### config.mk
export PLATFORM = sky130hd
export DESIGN_NAME = power_monitor_results
export DESIGN_NICKNAME = d
export VERILOG_FILES = /design/src/core/power_monitor_pkg.sv /design/src/core/power_monitor_results.sv
export SDC_FILE = /design/constraint.sdc
export NUM_CORES = 2
export LEC_CHECK = 0
export BUFFER_PORTS_ARGS = -buffer_cell sky130_fd_sc_hd__buf_2
export CAP_MARGIN = 5
export CORE_MARGIN = 2
export CORE_UTILIZATION = 54
export DETAILED_ROUTE_END_ITERATION = 8
export PLACE_DENSITY = 0.7
export SLEW_MARGIN = 0
export SYNTH_ARGS = -nofsm -noshare
export SYNTH_HDL_FRONTEND = slang
export SYNTH_SLANG_ARGS = --single-unit
### constraint.sdc
create_clock -name clk -period 30.1 [get_ports clk]
set_clock_uncertainty 0.05 [all_clocks]
set_input_delay 3.01 -clock clk [delete_from_list [all_inputs] [get_ports clk]]
set_output_delay 3.01 -clock clk [all_outputs]
set_load 0.05 [all_outputs]
### src/core/power_monitor_pkg.sv
package power_monitor_pkg;

  // ---------------------------------------------------------------------
  // Register pointers
  // ---------------------------------------------------------------------
  localparam logic [7:0] PTR_BUS    = 8'h05;
  localparam logic [7:0] PTR_TEMP   = 8'h06;
  localparam logic [7:0] PTR_CURR   = 8'h07;
  localparam logic [7:0] PTR_POWER  = 8'h08;
  localparam logic [7:0] PTR_ENERGY = 8'h09;
  localparam logic [7:0] PTR_CHARGE = 8'h0A;
  localparam logic [7:0] PTR_RST    = 8'h07;

  // ---------------------------------------------------------------------
  // Field widths and scaling
  // ---------------------------------------------------------------------
  localparam int CURR_W  = 16;
  localparam int BUS_W   = 16;
  localparam int TEMP_W  = 12;
  localparam int POWER_W = 24;
  localparam int ACC_W   = 40;
  localparam int SUM_W   = 26;
  localparam int BYTE_W  = 8;
  // Current LSB times bus LSB is 1/64 of the power LSB
  localparam int POWER_SHIFT = 6;

  // ---------------------------------------------------------------------
  // Reset values
  // ---------------------------------------------------------------------
  localparam logic [15:0] RESULT_RST = 16'h0000;
  localparam logic [23:0] POWER_RST  = 24'h000000;
  localparam logic [39:0] ACC_RST    = 40'h0000000000;

  // ---------------------------------------------------------------------
  // Conversion timing and averaging
  // ---------------------------------------------------------------------
  localparam int CLK_FREQ_HZ   = 40_000_000;
  localparam int HZ_PER_MHZ    = 1_000_000;
  localparam int CYCLES_PER_US = CLK_FREQ_HZ / HZ_PER_MHZ;
  localparam int CONV_CNT_W    = 24;
  localparam int AVG_CNT_W     = 11;
  localparam int unsigned CONV_TIME_US [8] =
    '{50, 84, 150, 280, 540, 1052, 2074, 4120};
  // Averaging counts 1,4,16,64,128,256,512,1024 as powers of two
  localparam logic [3:0] AVG_SHIFT [8] =
    '{4'h0, 4'h2, 4'h4, 4'h6, 4'h7, 4'h8, 4'h9, 4'hA};

endpackage : power_monitor_pkg

### src/core/power_monitor_results.sv
`timescale 1ns/100ps
// Functional notes
// - Current result signed 16 bits at 7h
// - Bus voltage at 5h, never negative
// - Temperature 12-bit signed at 6h
// - Power 24-bit, energy/charge 40-bit at 8h/9h/Ah
// - Signed results in two's complement
// - Energy wraps to zero on overflow
// - Accumulator clear zeroes energy anytime
// - Charge overflow sets sticky status flag
// - Bus code reaches 102.4 V, unclamped
// - Eight selectable conversion times, 50 us fastest
// - Eight averaging counts; period is time times count
// - Serial read sends most significant byte first
// - Pointer kept until next pointer write
module power_monitor_results #(
  parameter int US_CYCLES = power_monitor_pkg::CYCLES_PER_US
) (
  input  wire logic        clk,
  input  wire logic        rst,
  input  wire logic [2:0]  conv_sel,
  input  wire logic [2:0]  avg_sel,
  input  wire logic        accumulator_clear_bit,
  input  wire logic        sample_valid,
  input  wire logic [15:0] sample_current,
  input  wire logic [15:0] sample_bus,
  input  wire logic [11:0] sample_temp,
  input  wire logic        ptr_wr,
  input  wire logic [7:0]  ptr_in,
  input  wire logic        rd_start,
  input  wire logic        rd_next,
  output logic             conv_start,
  output logic [7:0]       rd_data,
  output logic             charge_overflow_flag
);

  // ---------------------------------------------------------------------
  // Conversion timer
  // ---------------------------------------------------------------------
  logic [power_monitor_pkg::CONV_CNT_W-1:0] conv_cnt;
  logic [power_monitor_pkg::CONV_CNT_W-1:0] next_conv_cnt;
  logic [power_monitor_pkg::CONV_CNT_W-1:0] conv_len;
  logic                                     next_conv_start;

  always_comb begin
    conv_len = power_monitor_pkg::CONV_CNT_W'(
      power_monitor_pkg::CONV_TIME_US[conv_sel] * US_CYCLES);
    next_conv_start = 1'b0;
    next_conv_cnt   = conv_cnt - 1'b1;
    if (conv_cnt == '0) begin
      next_conv_start = 1'b1;
      next_conv_cnt   = conv_len - 1'b1;
    end
  end

  always_ff @(posedge clk) begin
    if (rst) begin
      conv_cnt   <= '0;
      conv_start <= 1'b0;
    end else begin
      conv_cnt   <= next_conv_cnt;
      conv_start <= next_conv_start;
    end
  end

  // ---------------------------------------------------------------------
  // Averaging and result registers
  // ---------------------------------------------------------------------
  logic signed [power_monitor_pkg::SUM_W-1:0] sum_curr, next_sum_curr;
  logic signed [power_monitor_pkg::SUM_W-1:0] sum_bus, next_sum_bus;
  logic signed [power_monitor_pkg::SUM_W-1:0] tot_curr, tot_bus;
  logic signed [power_monitor_pkg::SUM_W-1:0] avg_curr, avg_bus;
  logic [power_monitor_pkg::AVG_CNT_W-1:0]    avg_cnt, next_avg_cnt;
  logic [3:0]                                 avg_shift;
  logic                                       avg_last;
  logic [15:0]                                current_result;
  logic [15:0]                                bus_voltage_result;
  logic [11:0]                                die_temperature_result;
  logic [23:0]                                power_result;
  logic [15:0]                                next_current, next_bus;
  logic [11:0]                                next_temp;
  logic [23:0]                                next_power;
  logic [15:0]                                curr_mag;
  logic [31:0]                                prod;
  logic                                       res_tick, next_res_tick;

  always_comb begin
    avg_shift = power_monitor_pkg::AVG_SHIFT[avg_sel];
    avg_last  = avg_cnt == power_monitor_pkg::AVG_CNT_W'(
      (1 << avg_shift) - 1);
    tot_curr = sum_curr + {{10{sample_current[15]}}, sample_current};
    tot_bus  = sum_bus + {{10{sample_bus[15]}}, sample_bus};
    avg_curr = tot_curr >>> avg_shift;
    avg_bus  = tot_bus >>> avg_shift;
    next_sum_curr = sum_curr;
    next_sum_bus  = sum_bus;
    next_avg_cnt  = avg_cnt;
    next_current  = current_result;
    next_bus      = bus_voltage_result;
    next_temp     = die_temperature_result;
    next_power    = power_result;
    next_res_tick = 1'b0;
    // Negative bus readings are noise about zero and read as zero
    next_bus = avg_bus[power_monitor_pkg::SUM_W-1] ? '0 :
               avg_bus[15:0];
    curr_mag = avg_curr[15] ? 16'(-avg_curr[15:0]) : avg_curr[15:0];
    prod = 32'(curr_mag) * 32'(next_bus);
    if (!sample_valid)
      next_bus = bus_voltage_result;
    if (sample_valid) begin
      if (avg_last) begin
        next_sum_curr = '0;
        next_sum_bus  = '0;
        next_avg_cnt  = '0;
        next_current  = avg_curr[15:0];
        next_temp     = sample_temp;
        next_power    = prod[power_monitor_pkg::POWER_SHIFT +: 24];
        next_res_tick = 1'b1;
      end else begin
        next_sum_curr = tot_curr;
        next_sum_bus  = tot_bus;
        next_avg_cnt  = avg_cnt + 1'b1;
        next_bus      = bus_voltage_result;
      end
    end
  end

  always_ff @(posedge clk) begin
    if (rst) begin
      sum_curr               <= '0;
      sum_bus                <= '0;
      avg_cnt                <= '0;
      current_result         <= power_monitor_pkg::RESULT_RST;
      bus_voltage_result     <= power_monitor_pkg::RESULT_RST;
      die_temperature_result <= power_monitor_pkg::RESULT_RST[11:0];
      power_result           <= power_monitor_pkg::POWER_RST;
      res_tick               <= 1'b0;
    end else begin
      sum_curr               <= next_sum_curr;
      sum_bus                <= next_sum_bus;
      avg_cnt                <= next_avg_cnt;
      current_result         <= next_current;
      bus_voltage_result     <= next_bus;
      die_temperature_result <= next_temp;
      power_result           <= next_power;
      res_tick               <= next_res_tick;
    end
  end

  // ---------------------------------------------------------------------
  // Energy and charge accumulators
  // ---------------------------------------------------------------------
  logic [39:0] energy_accumulator, next_energy;
  logic [39:0] charge_accumulator, next_charge;
  logic [39:0] curr_ext, charge_sum;
  logic        charge_ovf;
  logic        next_flag;

  always_comb begin
    curr_ext   = {{24{current_result[15]}}, current_result};
    charge_sum = charge_accumulator + curr_ext;
    charge_ovf = res_tick
      && (charge_accumulator[39] == curr_ext[39])
      && (charge_sum[39] != charge_accumulator[39]);
    next_energy = energy_accumulator;
    next_charge = charge_accumulator;
    next_flag   = charge_overflow_flag;
    if (res_tick) begin
      // Plain 40-bit add drops the carry, so energy rolls to zero
      next_energy = energy_accumulator
                    + {16'h0000, power_result};
      next_charge = charge_sum;
    end
    if (accumulator_clear_bit) begin
      next_energy = power_monitor_pkg::ACC_RST;
      next_charge = power_monitor_pkg::ACC_RST;
      next_flag   = 1'b0;
    end
    // An overflow in the clearing cycle still raises the flag
    if (charge_ovf)
      next_flag = 1'b1;
  end

  always_ff @(posedge clk) begin
    if (rst) begin
      energy_accumulator   <= power_monitor_pkg::ACC_RST;
      charge_accumulator   <= power_monitor_pkg::ACC_RST;
      charge_overflow_flag <= 1'b0;
    end else begin
      energy_accumulator   <= next_energy;
      charge_accumulator   <= next_charge;
      charge_overflow_flag <= next_flag;
    end
  end

  // ---------------------------------------------------------------------
  // Pointer and byte read-out
  // ---------------------------------------------------------------------
  logic [7:0]  ptr, next_ptr;
  logic [39:0] shreg, next_shreg;
  logic [39:0] sel_word;
  logic [7:0]  next_rd_data;

  always_comb begin
    // Selected register, left-justified so its top byte leaves first
    case (ptr)
      power_monitor_pkg::PTR_BUS:    sel_word = {bus_voltage_result, 24'h0};
      power_monitor_pkg::PTR_TEMP:
        sel_word = {{4{die_temperature_result[11]}},
                    die_temperature_result, 24'h0};
      power_monitor_pkg::PTR_CURR:   sel_word = {current_result, 24'h0};
      power_monitor_pkg::PTR_POWER:  sel_word = {power_result, 16'h0};
      power_monitor_pkg::PTR_ENERGY: sel_word = energy_accumulator;
      power_monitor_pkg::PTR_CHARGE: sel_word = charge_accumulator;
      default:                       sel_word = '0;
    endcase
    next_ptr     = ptr_wr ? ptr_in : ptr;
    next_shreg   = shreg;
    next_rd_data = rd_data;
    if (rd_start) begin
      next_rd_data = sel_word[39:32];
      next_shreg   = {sel_word[31:0], 8'h00};
    end else if (rd_next) begin
      next_rd_data = shreg[39:32];
      next_shreg   = {shreg[31:0], 8'h00};
    end
  end

  always_ff @(posedge clk) begin
    if (rst) begin
      ptr     <= power_monitor_pkg::PTR_RST;
      shreg   <= '0;
      rd_data <= 8'h00;
    end else begin
      ptr     <= next_ptr;
      shreg   <= next_shreg;
      rd_data <= next_rd_data;
    end
  end
endmodule : power_monitor_results

==> summary.md <==
| Metric | Value |
|---|---|
| Htree depth | 2 |
| CTS Root Buffer Type | clkbuf_16 |
| Fraction of registers with async set or reset after synthesis | 0% |
| Row count | 84 |
| Unrepaired setup endpoints after global routing | no |
| Drt first pass iters | 9 |
| Post-CTS Hold Buffers | 0 |
| Mean post-synth cell area | 7.79 µm² |
| Peak Freq | 72.2 MHz |
| WP buf/inv | 7 |
| I/O pins | 75 |
| Wire per inst | 19.9 µm |
| CTS Buf Count | 37 |
| Total gr overflow | 0 |
| WS Path Type | input port to flip-flop |
| Total track usage | 32.2% |
| TritonCTS clock tree | yes |
| Yosys cell types | 86 |
| Initial DRC count | 2,415 |
| Register area share after synthesis | 20.0% |
| EDFF count, synth | 0 |
| Final antenna-violating net count | 0 |
| First-pass GRT wire length | 139,000 µm |
| Final nets | 4,155 |
| P&R area growth vs syn | 7.94% |
| N_diodes | 0 |
| Detail Placement HPWL | 65,400 µm |
| IO Port Bufs | 74 |
| Post-layout min period | 13,840 ps |
| Count of pins over their slew limit | 0 |
| Clock transition at path regs | 60 ps |
| Share of layout cells above drive strength 1 | 6.91% |
| CP peak stage delay | 890 ps |
| Mapped Cells | 3,677 |
| Setup violators final | 0 |
| Synth top area share | 20.0% |
| Hold Path Class | flip-flop to flip-flop |
| Post-CTS Resized | 0 |
| Vias | 26,600 |
| Post-CTS setup buffer count | 0 |
| Initial Util | 54.6% |
| Crit path max-delay family | adder cells |
| CTS sink cnt | 286 |
| Crit path max fanout | 12 |
| Most common cell in the netlist | nand2_1 |
| Number of max-cap violations | 0 |
| Skew-Pair Late Insertion Delay | 580 ps |
| #FFs+latches synth | 286 |
| Slew Limit Headroom | 18.4% |
| Most frequent cells after synthesis | nand2_1, nor2_1, a21oi_1, inv_1, dfxtp_1 |
| Die ar. | 0.0549 mm² |
| CP arrival | 14,280 ps |
| Top area cells in the synthesized netlist | dfxtp_1, fa_1, ha_1 |
| Hold Fails Final Rpt | 0 |
| Worst Hold Depth | 2 |
| Synth area leader | dfxtp_1 |
| Status | complete, no violations |
| DRT Wirelength | 87,000 µm |
| Fin Setup TNS | 0 ps |
| FF-to-FF path depth | 41 |
| Worst Setup End Kind | flip-flop |
| Core Region | 0.0524 mm² |
| CTS max path bufs | 3 |
| Critical path depth in cells | 42 |
| Worst-Margin Slew | 1220 ps |
| Synth warnings | 0 |
| Die W | 234 µm |
| Final period utilization | 46.0% |
| Mapped cell area | 0.0286 mm² |
| Vias in the first global route | 25,400 |
| Fillers | 4,925 |
| Final Wtd Congestion | 1.01 |
| Slowest CP cell | xnor2_1 |
| Largest net degree at the start of global routing | 75 |
| Worst setup SP type | input port |
| Mean number of vias per cell | 6.07 |
| Post-route DRC | 0 |
| Worst EP required | 30,540 ps |
| Die H | 234 µm |
| Most used DFF post-synth | dfxtp_1 |
| Initial antenna violation count | 0 |
-- area by class of cell --
cell class / instances / area (µm²) / share of cell area, %
flip-flops and latches: 286 / 5730 / 18.5
repair buffers: 131 / 805 / 2.60
well taps: 688 / 861 / 2.79
clock buffers: 50 / 1030 / 3.35
multi-input cells: 2908 / 21200 / 68.5
inverters: 299 / 1120 / 3.63
clock inverters: 16 / 194 / 0.628
-- layout by cell type, fill, tap and decap left out, types with 10 or more instances in the layout --
cell type	instances
a211oi_1	74
a21o_1	53
a21oi_1	304
a221oi_1	27
a22oi_1	38
a311oi_1	11
a31oi_1	16
and2_1	51
and3_1	20
buf_2	73
buf_4	57
clkbuf_16	37
dfxtp_1	285
fa_1	197
ha_1	230
inv_1	297
mux2_2	10
mux2i_1	81
nand2_1	440
nand2b_1	41
nand3_1	98
nand4_1	22
nor2_1	422
nor2b_1	48
nor3_1	71
nor4_1	14
o211a_1	10
o211ai_1	20
o21a_1	15
o21ai_0	137
o21bai_1	16
o221ai_1	18
o22ai_1	13
o31ai_1	17
or2_2	16
or3_1	33
xnor2_1	124
xor2_1	75
-- per-stage QoR --
step / utilization (%) / std cells / area, µm² / hold WS [ps] / worst slack [ps]
finish: 58.9 / 4378 / 30900 / 400 / 16260
CTS: 58.9 / 4378 / 30900 / 404 / 16430
detailed placement: 56.6 / 4312 / 29700 / 393 / 15920
floorplan: - / 3678 / 28600 / 379 / 17430
global route: 58.9 / 4378 / 30900 / 428 / 15620
global placement: 56.6 / 4312 / 29700 / 387 / 16320
-- logic make-up after synthesis --
group	after synthesis	synth area share [%]
buffers and inverters	484	6.35
adders and majority gates	427	23.8
AOI/OAI and AO/OA	863	19.4
xor gates and xnor gates	200	6.17
DFF	286	20.0
and+or+nand+nor	1322	20.8
other	2	0.0262
muxes	93	3.36
-- state kept, by name (all words and copies together) (netlist names) --
register / count
shreg: 32
conv_cnt: 24
die_temperature_result: 12
sum_bus: 26
res_tick: 1
charge_overflow_flag: 1
energy_accumulator: 40
avg_cnt: 11
power_result: 24
rd_data: 8
conv_start: 1
ptr: 8
charge_accumulator: 40
bus_voltage_result: 16
sum_curr: 26
current_result: 16
-- layer usage --
layer,GRT usage [%],routed length [µm],part of all wire (%),vias up
met5,0,0,0,-
met4,13.1,3640,4.2,0
met3,5.70,7630,8.8,205
met2,48.8,37300,43,1143
met1,45.3,38400,44,12600
li1,-,-,-,12600
-- path summary, 6_finish.rpt --
check                       startpoint  slack, ps                   end
setup reg to reg           sum_curr[7]      18490      power_result[23]
hold reg to reg   charge_overflow_flag        400  charge_overflow_flag
hold / removal    charge_overflow_flag        400  charge_overflow_flag
setup / recovery     sample_current[7]      16260      power_result[23]
-- worst min-delay path: stages, from the launching register on --
cell and delay [ps]:
dfxtp_1 310, nand2_1 50, o31ai_1 50
Power is not shown: default switching activity piles up to over one toggle a cycle in this logic, so the estimate is an artifact.
